`src/logic/afsc_pkg.sv`:
```
// package for the task-file feature, sense and seek command block
`default_nettype none
package afsc_pkg;
    // command codes
    localparam logic [7:0] CMD_SENSE     = 8'h03;
    localparam logic [3:0] CMD_SEEK_HI   = 4'h7;
    localparam logic [7:0] CMD_SETFEAT   = 8'hEF;
    // set-features subcommands
    localparam logic [7:0] SF_8BIT_ON    = 8'h01;
    localparam logic [7:0] SF_8BIT_OFF   = 8'h81;
    localparam logic [7:0] SF_WC_ON      = 8'h02;
    localparam logic [7:0] SF_WC_OFF     = 8'h82;
    localparam logic [7:0] SF_XFER       = 8'h03;
    localparam logic [7:0] SF_APM_ON     = 8'h05;
    localparam logic [7:0] SF_APM_OFF    = 8'h85;
    localparam logic [7:0] SF_XPWR_ON    = 8'h09;
    localparam logic [7:0] SF_XPWR_OFF   = 8'h89;
    localparam logic [7:0] SF_PL1_ON     = 8'h0A;
    localparam logic [7:0] SF_PL1_OFF    = 8'h8A;
    localparam logic [7:0] SF_RLA_OFF    = 8'h55;
    localparam logic [7:0] SF_RLA_ON     = 8'hAA;
    localparam logic [7:0] SF_POR_OFF    = 8'h66;
    localparam logic [7:0] SF_POR_ON     = 8'hCC;
    localparam logic [7:0] SF_NOP_A      = 8'h69;
    localparam logic [7:0] SF_NOP_B      = 8'h96;
    localparam logic [7:0] SF_LEGACY     = 8'h97;
    localparam logic [7:0] SF_CURRENT    = 8'h9A;
    localparam logic [7:0] SF_LONG4      = 8'hBB;
    // transfer type field (sector count bits 7:3)
    localparam logic [4:0] XT_PIO_DEF    = 5'h00;
    localparam logic [4:0] XT_PIO_FC     = 5'h01;
    localparam logic [4:0] XT_MDMA       = 5'h04;
    localparam logic [4:0] XT_UDMA       = 5'h08;
    localparam logic [2:0] XM_NO_IORDY   = 3'h1;
    localparam logic [2:0] PIO_IORDY_MIN = 3'h3;
    // extended error codes
    localparam logic [7:0] EE_NONE       = 8'h00;
    localparam logic [7:0] EE_SELFTEST   = 8'h01;
    localparam logic [7:0] EE_WR_FAIL    = 8'h03;
    localparam logic [7:0] EE_DIAG       = 8'h05;
    localparam logic [7:0] EE_MISC       = 8'h09;
    localparam logic [7:0] EE_IDNF       = 8'h10;
    localparam logic [7:0] EE_IDNF2      = 8'h14;
    localparam logic [7:0] EE_UNCORR     = 8'h11;
    localparam logic [7:0] EE_CORR       = 8'h18;
    localparam logic [7:0] EE_ABORT      = 8'h1F;
    localparam logic [7:0] EE_BAD_ADDR   = 8'h21;
    localparam logic [7:0] EE_OVERFLOW   = 8'h2F;
    localparam logic [7:0] EE_VOLT       = 8'h35;
    localparam logic [7:0] EE_VOLT_INT   = 8'h36;
    localparam logic [7:0] EE_SPARE      = 8'h3A;
    // error register bits
    localparam int         ERR_ABRT_BIT  = 2;
    localparam int         ERR_IDNF_BIT  = 4;
    // outcome events from the rest of the card
    typedef enum logic [3:0] {
        AFSC_EV_NONE, AFSC_EV_SELFTEST, AFSC_EV_MISC, AFSC_EV_BAD_ADDR,
        AFSC_EV_OVERFLOW, AFSC_EV_VOLT, AFSC_EV_VOLT_INT, AFSC_EV_UNCORR,
        AFSC_EV_CORR, AFSC_EV_DIAG, AFSC_EV_IDNF, AFSC_EV_SPARE,
        AFSC_EV_XFER_ERR, AFSC_EV_WR_FAIL
    } afsc_event_t;
    // task file as written by the host
    typedef struct packed {
        logic [7:0] features;
        logic [7:0] sec_count;
        logic [7:0] sec_num;
        logic [7:0] cyl_lo;
        logic [7:0] cyl_hi;
        logic       lba;
        logic [3:0] head;
    } afsc_taskfile_t;
    // settings held by the block
    typedef struct packed {
        logic       eight_bit;
        logic       write_cache;
        logic [2:0] pio_mode;
        logic       iordy_off;
        logic       mdma_on;
        logic       udma_on;
        logic [2:0] dma_mode;
        logic       apm_on;
        logic [7:0] apm_level;
        logic       xpwr_on;
        logic       pl1_on;
        logic       look_ahead;
        logic       por_on_soft;
        logic [7:0] current_lim;
        logic       long4;
    } afsc_cfg_t;
endpackage
`default_nettype wire

```
`src/logic/afsc_core.sv`:
```
// command interpreter for request sense, seek and set features
`default_nettype none
module afsc_core #(
    parameter logic [2:0] MAX_PIO   = 3'h6,
    parameter logic [2:0] MAX_MDMA  = 3'h4,
    parameter logic [2:0] MAX_UDMA  = 3'h4,
    parameter logic [3:0] MAX_HEAD  = 4'hF,
    parameter logic [15:0] MAX_CYL  = 16'hFFFF,
    parameter logic [27:0] MAX_LBA  = 28'h0FFFFFF
) (
    // clock and reset
    input  wire logic                  i_clk,
    input  wire logic                  i_reset,
    // command from the host
    input  wire logic                  i_cmd_valid,
    input  wire logic [7:0]            i_cmd_code,
    input  wire afsc_pkg::afsc_taskfile_t i_taskfile,
    // environment
    input  wire logic                  i_pc_card_mode,
    input  wire logic                  i_data_reg_access,
    input  wire logic                  i_flush_done,
    input  wire logic                  i_event_valid,
    input  wire afsc_pkg::afsc_event_t i_event,
    // answers to the host
    output logic                       o_busy,
    output logic                       o_done,
    output logic                       o_error,
    output logic [7:0]                 o_error_reg,
    output logic [7:0]                 o_sense_code,
    output logic [7:0]                 o_cyl_lo,
    output logic [7:0]                 o_cyl_hi,
    // state outputs
    output logic                       o_flush_req,
    output logic                       o_sixteen_bit_io_indicator,
    output logic                       o_iordy_drive,
    output afsc_pkg::afsc_cfg_t        o_cfg
);
    import afsc_pkg::*;

    typedef enum logic [2:0] {
        AFSC_IDLE  = 3'b001,
        AFSC_FLUSH = 3'b010,
        AFSC_DONE  = 3'b100
    } afsc_state_t;

    afsc_state_t state;
    afsc_cfg_t   cfg;
    afsc_cfg_t   next_cfg;
    logic [7:0]  sense;
    logic        next_ok;
    logic        x_valid;
    logic        x_pio;
    logic        x_mdma;
    logic        x_udma;
    logic [2:0]  x_mode;
    logic        x_iordy_off;
    logic        addr_bad;
    logic        addr_over;
    logic [27:0] lba_addr;

    function automatic logic [7:0] ev_code(input afsc_event_t ev);
        case (ev)
            AFSC_EV_SELFTEST: ev_code = EE_SELFTEST;
            AFSC_EV_MISC:     ev_code = EE_MISC;
            AFSC_EV_BAD_ADDR: ev_code = EE_BAD_ADDR;
            AFSC_EV_OVERFLOW: ev_code = EE_OVERFLOW;
            AFSC_EV_VOLT:     ev_code = EE_VOLT;
            AFSC_EV_VOLT_INT: ev_code = EE_VOLT_INT;
            AFSC_EV_UNCORR:   ev_code = EE_UNCORR;
            AFSC_EV_CORR:     ev_code = EE_CORR;
            AFSC_EV_DIAG:     ev_code = EE_DIAG;
            AFSC_EV_IDNF:     ev_code = EE_IDNF;
            AFSC_EV_SPARE:    ev_code = EE_SPARE;
            AFSC_EV_XFER_ERR: ev_code = EE_ABORT;
            AFSC_EV_WR_FAIL:  ev_code = EE_WR_FAIL;
            default:          ev_code = EE_NONE;
        endcase
    endfunction

    function automatic afsc_cfg_t cfg_default();
        afsc_cfg_t c;
        c             = '0;
        c.look_ahead  = 1'b1;
        c.por_on_soft = 1'b1;
        c.current_lim = 8'hFF;
        c.long4       = 1'b1;
        cfg_default   = c;
    endfunction

    afsc_xfer_dec #(
        .MAX_PIO  (MAX_PIO),
        .MAX_MDMA (MAX_MDMA),
        .MAX_UDMA (MAX_UDMA)
    ) u_dec (
        .i_value        (i_taskfile.sec_count),
        .i_pc_card_mode (i_pc_card_mode),
        .o_valid        (x_valid),
        .o_is_pio       (x_pio),
        .o_is_mdma      (x_mdma),
        .o_is_udma      (x_udma),
        .o_mode         (x_mode),
        .o_iordy_off    (x_iordy_off)
    );

    // seek range check
    assign lba_addr  = {i_taskfile.head, i_taskfile.cyl_hi, i_taskfile.cyl_lo,
                        i_taskfile.sec_num};
    assign addr_bad  = !i_taskfile.lba && (i_taskfile.head > MAX_HEAD);
    assign addr_over = i_taskfile.lba ? (lba_addr > MAX_LBA)
                     : ({i_taskfile.cyl_hi, i_taskfile.cyl_lo} > MAX_CYL);

    // subcommand decode; any unknown value leaves cfg as it was
    always_comb begin
        next_cfg = cfg;
        next_ok  = 1'b1;
        case (i_taskfile.features)
            SF_8BIT_ON:  next_cfg.eight_bit   = 1'b1;
            SF_8BIT_OFF: next_cfg.eight_bit   = 1'b0;
            SF_WC_ON:    next_cfg.write_cache = 1'b1;
            SF_WC_OFF:   next_cfg.write_cache = 1'b0;
            SF_XFER: begin
                if (!x_valid) begin
                    next_ok = 1'b0;
                end else if (x_pio) begin
                    // zero value or the default type reverts to pio 0
                    next_cfg.pio_mode  = (i_taskfile.sec_count[7:3] == XT_PIO_DEF)
                                       ? 3'h0 : x_mode;
                    next_cfg.iordy_off = x_iordy_off;
                end else if (x_mdma) begin
                    next_cfg.mdma_on  = 1'b1;
                    next_cfg.udma_on  = 1'b0;
                    next_cfg.dma_mode = x_mode;
                end else begin
                    next_cfg.udma_on  = 1'b1;
                    next_cfg.mdma_on  = 1'b0;
                    next_cfg.dma_mode = x_mode;
                end
            end
            SF_APM_ON: begin
                next_cfg.apm_on    = 1'b1;
                next_cfg.apm_level = i_taskfile.sec_count;
            end
            SF_APM_OFF:  next_cfg.apm_on      = 1'b0;
            SF_XPWR_ON:  next_cfg.xpwr_on     = 1'b1;
            SF_XPWR_OFF: next_cfg.xpwr_on     = 1'b0;
            SF_PL1_ON:   next_cfg.pl1_on      = 1'b1;
            SF_PL1_OFF:  next_cfg.pl1_on      = 1'b0;
            SF_RLA_OFF:  next_cfg.look_ahead  = 1'b0;
            SF_RLA_ON:   next_cfg.look_ahead  = 1'b1;
            SF_POR_OFF:  next_cfg.por_on_soft = 1'b0;
            SF_POR_ON:   next_cfg.por_on_soft = 1'b1;
            SF_NOP_A, SF_NOP_B, SF_LEGACY: next_ok = 1'b1;
            SF_CURRENT:  next_cfg.current_lim = i_taskfile.sec_count;
            SF_LONG4:    next_cfg.long4       = 1'b1;
            default:     next_ok = 1'b0;
        endcase
    end

    // command sequencing
    always_ff @(posedge i_clk) begin
        if (i_reset) begin
            state  <= AFSC_IDLE;
            o_busy <= 1'b0;
            o_done <= 1'b0;
        end else begin
            o_done <= 1'b0;
            case (state)
                AFSC_IDLE: begin
                    if (i_cmd_valid) begin
                        o_busy <= 1'b1;
                        if (i_cmd_code == CMD_SETFEAT && i_taskfile.features == SF_WC_OFF
                            && cfg.write_cache) begin
                            state <= AFSC_FLUSH;
                        end else begin
                            state <= AFSC_DONE;
                        end
                    end
                end
                AFSC_FLUSH: begin
                    // completion waits for the flush; no timeout on purpose
                    if (i_flush_done) begin
                        state <= AFSC_DONE;
                    end
                end
                AFSC_DONE: begin
                    o_busy <= 1'b0;
                    o_done <= 1'b1;
                    state  <= AFSC_IDLE;
                end
                default: state <= AFSC_IDLE;
            endcase
        end
    end

    // flush request towards the media side
    always_ff @(posedge i_clk) begin
        if (i_reset) begin
            o_flush_req <= 1'b0;
        end else begin
            o_flush_req <= (state == AFSC_IDLE) && i_cmd_valid
                        && i_cmd_code == CMD_SETFEAT && i_taskfile.features == SF_WC_OFF
                        && cfg.write_cache;
        end
    end

    // configuration update, taken when the command is accepted
    always_ff @(posedge i_clk) begin
        if (i_reset) begin
            cfg <= cfg_default();
        end else if (state == AFSC_IDLE && i_cmd_valid && i_cmd_code == CMD_SETFEAT
                     && next_ok) begin
            cfg <= next_cfg;
        end
    end

    // error register, outcome status and sense code
    always_ff @(posedge i_clk) begin
        if (i_reset) begin
            sense       <= EE_NONE;
            o_error     <= 1'b0;
            o_error_reg <= 8'h00;
            o_cyl_lo    <= 8'h00;
            o_cyl_hi    <= 8'h00;
        end else if (state == AFSC_IDLE && i_cmd_valid) begin
            o_error     <= 1'b0;
            o_error_reg <= 8'h00;
            if (i_cmd_code == CMD_SENSE) begin
                o_error_reg <= sense;
                sense       <= EE_NONE;
            end else if (i_cmd_code[7:4] == CMD_SEEK_HI) begin
                if (addr_bad || addr_over) begin
                    o_error                  <= 1'b1;
                    o_error_reg[ERR_IDNF_BIT] <= 1'b1;
                    sense <= addr_over ? EE_OVERFLOW : EE_BAD_ADDR;
                end else begin
                    sense <= EE_NONE;
                end
            end else if (i_cmd_code == CMD_SETFEAT) begin
                if (!next_ok) begin
                    o_error                  <= 1'b1;
                    o_error_reg[ERR_ABRT_BIT] <= 1'b1;
                    sense                    <= EE_ABORT;
                end else begin
                    sense <= EE_NONE;
                end
                if (i_taskfile.features == SF_CURRENT) begin
                    o_cyl_lo <= 8'h01;
                    o_cyl_hi <= 8'hFF;
                end
            end
        end else if (i_event_valid) begin
            sense <= ev_code(i_event);
        end
    end

    // pin-level outputs derived from the settings, plus the registered sense code
    always_ff @(posedge i_clk) begin
        if (i_reset) begin
            o_sixteen_bit_io_indicator <= 1'b0;
            o_iordy_drive              <= 1'b0;
            o_cfg                      <= cfg_default();
            o_sense_code               <= EE_NONE;
        end else begin
            o_sixteen_bit_io_indicator <= i_data_reg_access && !cfg.eight_bit;
            o_iordy_drive              <= (cfg.pio_mode >= PIO_IORDY_MIN);
            o_cfg                      <= cfg;
            o_sense_code               <= sense;
        end
    end

    a_sense_return: assert property (@(posedge i_clk) disable iff (i_reset)
        state == AFSC_IDLE && i_cmd_valid && i_cmd_code == CMD_SENSE
        |=> o_error_reg == $past(sense))
        else $error("sense code not returned");
    a_seek_range: assert property (@(posedge i_clk) disable iff (i_reset)
        state == AFSC_IDLE && i_cmd_valid && i_cmd_code[7:4] == CMD_SEEK_HI
        && (addr_bad || addr_over) |=> o_error && sense != EE_NONE)
        else $error("seek range error missed");
    a_abort_keeps: assert property (@(posedge i_clk) disable iff (i_reset)
        state == AFSC_IDLE && i_cmd_valid && i_cmd_code == CMD_SETFEAT && !next_ok
        |=> $stable(cfg) && o_error && sense == EE_ABORT)
        else $error("bad subcommand not aborted");
    a_dma_exclusive: assert property (@(posedge i_clk) disable iff (i_reset)
        !(cfg.mdma_on && cfg.udma_on))
        else $error("both dma kinds enabled");
    a_iordy_level: assert property (@(posedge i_clk) disable iff (i_reset)
        ##1 o_iordy_drive == ($past(cfg.pio_mode) >= PIO_IORDY_MIN))
        else $error("iordy drive wrong");
    a_flush_first: assert property (@(posedge i_clk) disable iff (i_reset)
        state == AFSC_FLUSH && !i_flush_done |=> !o_done)
        else $error("completion before flush");
    a_no_mdma_pc: assert property (@(posedge i_clk) disable iff (i_reset)
        state == AFSC_IDLE && i_cmd_valid && i_cmd_code == CMD_SETFEAT
        && i_taskfile.features == SF_XFER && x_mdma && i_pc_card_mode
        |=> !$past(cfg.mdma_on) |-> !cfg.mdma_on)
        else $error("mdma accepted in pc card mode");
    a_eight_bit: assert property (@(posedge i_clk) disable iff (i_reset)
        cfg.eight_bit && $stable(cfg.eight_bit) |=> !o_sixteen_bit_io_indicator)
        else $error("16-bit indicator in 8-bit mode");
    a_zero_pio: assert property (@(posedge i_clk) disable iff (i_reset)
        state == AFSC_IDLE && i_cmd_valid && i_cmd_code == CMD_SETFEAT
        && i_taskfile.features == SF_XFER && i_taskfile.sec_count == 8'h00
        |=> cfg.pio_mode == 3'h0 && !cfg.iordy_off)
        else $error("zero value did not revert pio");
    c_flush: cover property (@(posedge i_clk) state == AFSC_FLUSH ##1 state == AFSC_DONE);
    c_udma: cover property (@(posedge i_clk) cfg.udma_on);
    c_abort: cover property (@(posedge i_clk) o_error && o_error_reg[ERR_ABRT_BIT]);
    c_sense: cover property (@(posedge i_clk) o_done && o_error_reg == EE_ABORT);
endmodule
`default_nettype wire

```
`src/logic/afsc_xfer_dec.sv`:
```
// decoder of the set-transfer-mode sector count value
`default_nettype none
module afsc_xfer_dec #(
    parameter logic [2:0] MAX_PIO  = 3'h6,
    parameter logic [2:0] MAX_MDMA = 3'h4,
    parameter logic [2:0] MAX_UDMA = 3'h4
) (
    // value and interface mode
    input  wire logic [7:0] i_value,
    input  wire logic       i_pc_card_mode,
    // decoded selection
    output logic            o_valid,
    output logic            o_is_pio,
    output logic            o_is_mdma,
    output logic            o_is_udma,
    output logic [2:0]      o_mode,
    output logic            o_iordy_off
);
    import afsc_pkg::*;
    logic [4:0] xtype;
    assign xtype = i_value[7:3];
    assign o_mode = i_value[2:0];
    always_comb begin
        o_valid     = 1'b0;
        o_is_pio    = 1'b0;
        o_is_mdma   = 1'b0;
        o_is_udma   = 1'b0;
        o_iordy_off = 1'b0;
        case (xtype)
            XT_PIO_DEF: begin
                o_is_pio    = 1'b1;
                o_iordy_off = (i_value[2:0] == XM_NO_IORDY);
                o_valid     = (i_value[2:0] == 3'h0) || o_iordy_off;
            end
            XT_PIO_FC: begin
                o_is_pio = 1'b1;
                o_valid  = (i_value[2:0] <= MAX_PIO);
            end
            XT_MDMA: begin
                o_is_mdma = 1'b1;
                // multiword dma is barred in the pc card modes
                o_valid   = (i_value[2:0] <= MAX_MDMA) && !i_pc_card_mode;
            end
            XT_UDMA: begin
                o_is_udma = 1'b1;
                o_valid   = (i_value[2:0] <= MAX_UDMA);
            end
            default: o_valid = 1'b0;
        endcase
    end
endmodule
`default_nettype wire

```
`config.mk`:
```
export PLATFORM = sky130hd
export DESIGN_NAME = afsc_core
export DESIGN_NICKNAME = d
export VERILOG_FILES = /design/src/logic/afsc_pkg.sv /design/src/logic/afsc_core.sv /design/src/logic/afsc_xfer_dec.sv
export SDC_FILE = /design/constraint.sdc
export NUM_CORES = 1
export LEC_CHECK = 0
export ABC_AREA = 0
export BUFFER_PORTS_ARGS = -buffer_cell sky130_fd_sc_hd__buf_4
export CAP_MARGIN = 20
export CORE_AREA = 10 10 124 81
export CTS_CLUSTER_DIAMETER = 200
export DETAILED_ROUTE_END_ITERATION = 8
export DIE_AREA = 0 0 134 91
export PLACE_DENSITY = 0.83
export SYNTH_ARGS = -nofsm -noshare
export SYNTH_HDL_FRONTEND = slang
export SYNTH_HIERARCHICAL = 1
export SYNTH_SLANG_ARGS = --single-unit
```
`constraint.sdc`:
```
create_clock -name i_clk -period 3.93 [get_ports i_clk]
set_clock_uncertainty 0.1 [all_clocks]
set_input_delay 0.5895 -clock i_clk [delete_from_list [all_inputs] [get_ports i_clk]]
set_output_delay 0.5895 -clock i_clk [all_outputs]
set_load 0.01 [all_outputs]
```
======== After elaboration in Yosys (flattened, before gate mapping) ========
Memory sizes are Yosys's and may differ from the RTL's.
Index checks and enable logic that the tools add are counted.
storage, ports and cells
  word-level logic and storage cells ...... 169
  memories ................................ 1
  memory bits (read-only) ................. 96
  flip-flop bits (word level) ............. 99
operators by class
  order comparisons ....................... 6
  equality and inequality tests ........... 33
  multiplexer cells ....................... 43
  bitwise gates (word level) .............. 3
  reduce and logical (&&, ||, !) cells .... 43
memories
  name             depth  bits a word  read ports  clocked after Yosys merged registers in  write ports  line             source
  (no name shown)  16     6            1           0                                        0            afsc_core.sv:62  case (ev)
operators by type and width
  operator                number
  $eq A8 B8 Y1 const B    12
  $mux W8                 5
  $gt A28 B24 Y1 const B  1
  $eq A8 B2 Y1 const B    3
  $eq A8 B7 Y1 const B    3
  $reduce_and A2 Y1       12
  $reduce_or A19 Y1       1
  $pmux W1 S2             9
  $reduce_bool A2 Y1      9
  $mux W1                 17
  $eq A8 B4 Y1 const B    2
  $gt A16 B16 Y1 const B  1
  $mux W3                 5
  $logic_and A1 B1 Y1     10
  $mux W5                 2
  $eq A8 B1 Y1 const B    1
  $eq A8 B3 Y1 const B    1
  $reduce_and A4 Y1       2
  $eq A3 B1 Y1 const B    2
  $le A3 B3 Y1 const B    2
  $mux W6                 1
  $pmux W3 S2             1
  $eq A5 B1 Y1 const B    1
  $eq A5 B3 Y1 const B    1
  18 further kinds        24

======== Depth between registers and ports, before layout ========
  depth in word-level cells ............... 10
  gate-level depth with buffers ........... 8
  depth with buffers taken out ............ 8

======== Cells and area by module ========
Netlist, hierarchy kept.
by module, submodules not included
  module         area an instance (µm²)  sequential area each (µm²)  cells an instance  instances
  afsc_core      4007.6                  1841.8                      425                1
  afsc_xfer_dec  118.9                   0.0                         17                 1

======== Worst setup path before layout ========
Ideal clock, no wire load.
  kind .................................... input -> register
  from .................................... input port i_taskfile[33] (netlist bit)
  to ...................................... register sense[4]
  arrival ................................. 2295 ps
  path slack .............................. 1391 ps
  cell stages on the path ................. 8
  path through ............................ or3_1 or4_4 nand3_1 nor2b_1 nor4b_1 a2111oi_2 a41oi_1 a311oi_1
between the ends
  cells in the longest elaborated chain, start to end .. 9
  elaborated cells between the ends (all ways) .. 12
  those cells by class .................... eq/ne (3); mux (8); reduce/logical (1)
ends and longest elaborated chain
  element                                     line                 source
  from (decl)                                 afsc_core.sv:17      input wire afsc_pkg::afsc_taskfile_t i_taskfile,
  $eq A5 B4 Y1, or another cell as far along  afsc_xfer_dec.sv:29  case (xtype)
  $pmux W1 S4 (*)                             afsc_xfer_dec.sv:29
  via x_valid                                 afsc_core.sv:51      logic x_valid;
  $mux W1 (*)                                 afsc_core.sv:122     if (!x_valid) begin
  $pmux W1 S2 (*)                             afsc_core.sv:116     case (i_taskfile.features)
  $mux W5 (*)                                 afsc_core.sv:239     if (!next_ok) begin
  $mux W8 (*)                                 afsc_core.sv:238     end else if (i_cmd_code == CMD_SETFEAT) begin
  $mux W8 (*)                                 afsc_core.sv:230     end else if (i_cmd_code[7:4] == CMD_SEEK_HI) begin
  $mux W8 (*)                                 afsc_core.sv:227     if (i_cmd_code == CMD_SENSE) begin
  $mux W8 (*)                                 afsc_core.sv:224     end else if (state == AFSC_IDLE && i_cmd_valid) begin
  to (signal assigned)                        afsc_core.sv:234     sense <= addr_over ? EE_OVERFLOW : EE_BAD_ADDR;
  to (signal assigned)                        afsc_core.sv:252     sense <= ev_code(i_event);
  to (decl)                                   afsc_core.sv:49      logic [7:0] sense;
Mark *: on every way through the listed nets, which the timed path passes. The rest lies on a longest branch. The select of a mux whose other input is x is not followed.
A chain may end at the register's enable or synchronous reset.

======== Final worst setup path ========
  from .................................... input port i_taskfile[33] (netlist bit)
  to ...................................... register sense[1]
The elaborated chain is that of the path after synthesis.

==> results.cfg <==
[outcome]
status = complete, no violations

[floorplan]
die_area_mm2 = 0.0122
core_mm2 = 0.00773
initial_core_util_pct = 53.3
die_w_um = 134
die_h_um = 91
num_rows = 25
num_io_pins = 135

[yosys]
netlist_area_mm2 = 0.00412
avgSynthCellArea_um2 = 9.34
netlist_instances = 441
yosys_warnings = 6

[worst_setup_path]
slowest_stage = or4_4
cp.required_ps = 4000
setup.worst_path.end_class = flip-flop
worstSetupStartpoint = i_taskfile[33]
cp_data_arrival_time_ps = 2760
crit_path_start_kind = input pin
r2r_cells = 5
path_cells = buf_4 > or3_1 > or4_4 > nand3_1 > nor2b_1 > nor4b_1 > a2111oi_2 > nand3_1 > a2111oi_0
crit_path_frequent_cell = nand3_1
critical_path_depth = 9
worstPathMaxFanout = 6
cp.buffers_inverters = 1
r2r_start = state[2]$_SDFFE_PP0P_
critical_path.max_stage_delay_ps = 440
path_delay_family = simple AND/OR/NAND/NOR gates
critPathKind = input pin to flip-flop

[timing]
finalCritPeriodShare_pct = 68.5
max_slew.worst_pin.slew_ps = 847
finalCriticalPeriod_ps = 2690
fin_ws_ps = 1240
drv_slew = 0
max_slew_margin_pct = 43.5
timing.hold.ws_ps = 337
setup_viol = 0
final.setup.tns_ps = 0
fmax_mhz = 372
hold_viol_final = 0
rsz0062_at_grt = false

[worst_hold_path]
whs_path_depth = 1
hold_path.class = flip-flop to flip-flop
hp-start = cfg[4]$_SDFFE_PP1P_

[route]
viasPerCell = 5.52
drtIter0Drc = 306
postRouteAntennaNets = 0
vias = 3468
routedWlPerCell_um = 16.8
wl_um = 10600
drtPass1Iterations = 6
drc = 0

[placed_design]
portBuffers = 98
place.gp.congestion = 0.880
dp_hpwl_um = 7910
pre_cts_ws_ps = 913

[cells_and_area]
final_net_count = 587
syn_to_final_growth_pct = 23.3
antennaDiodeCount = 0
drive_above_1_share_pct = 26.9

[grt]
grtUsageTotal_pct = 16.8
grt_max_degree = 90
antenna_found_initial = 0
grt_first_pass_wirelength_um = 17000
overflow = 0
grt_pass1_vias = 3396

[clocking]
clock-sinks = 92
cts_setup_buffers = 0
path_clk_slew_ps = 60
insertion_delay_ps = 340
cts_tree = built
cts_max_path_buffers = 2
ctsHoldBuffers = 0
cts_root_buf = clkbuf_16
cts_resized = 0
htreeDepth = 3
cts_buffers = 9

[power_and_ir_drop]
peakVddDrop_uv = 224
p_leak_nw = 2.09
powerDensity_mw_per_mm2 = 406

[flow_run]
cap_violations = 0
## final cells by class
cell class	instances	area, um^2
fill	622	2650
sequential	92	1840
tap	108	135
timing repair buffer	99	743
multi-input combinational	305	2010
clock inverter	6	96.3
clock buffer	9	225
inverter	9	33.8
## routing by layer
| layer | track usage (%) | wire, um | up-vias |
|---|---|---|---|
| met5 | 0 | 0 | - |
| met1 | 21.7 | 4800 | 1630 |
| met4 | 4.87 | 95 | 0 |
| met3 | 7.04 | 943 | 13 |
| met2 | 25.0 | 4720 | 135 |
| li1 | - | - | 1690 |
## worst paths after layout
path,end,slack (ps)
min reg2reg,o_cfg[4]$_SDFF_PP1_,340
min,o_cfg[4]$_SDFF_PP1_,340
max,sense[1]$_SDFFE_PP0P_,1240
max reg2reg,cfg[8]$_SDFFE_PP1P_,1390
## where the power goes
part	internal [mW]	switching, mW
Combinational	0.0737	0.113
Clock	0.561	0.360
Sequential	0.947	0.0103
## per-stage QoR
stage | total power [mW] | instance area [um^2] | utilization, % | cells
after floorplan | 1.09 | 4160 | - | 451
after global placement | 1.16 | 4760 | 61.6 | 613
after detailed placement | 1.16 | 4760 | 61.6 | 613
after CTS | 2.07 | 5080 | 65.8 | 628
after global routing | 2.14 | 5080 | 65.8 | 628
final | 2.06 | 5080 | 65.8 | 628
## layout by cell type, fill, tap and decap left out, drive strengths merged, types with 6 or more instances in the layout
| cell type | n |
|---|---|
| mux2i | 13 |
| nor2 | 33 |
| nand3 | 13 |
| conb | 12 |
| nand2 | 25 |
| a311oi | 6 |
| nor3 | 15 |
| nor4 | 12 |
| a21oi | 25 |
| nor2b | 41 |
| a211o | 10 |
| o21ai | 7 |
| nand2b | 8 |
| buf | 99 |
| clkbuf | 9 |
| ha | 7 |
| dfxtp | 92 |
| inv | 11 |
| or2 | 11 |
| a2111oi | 6 |
Note: power is estimated with default switching activity, not from simulation.
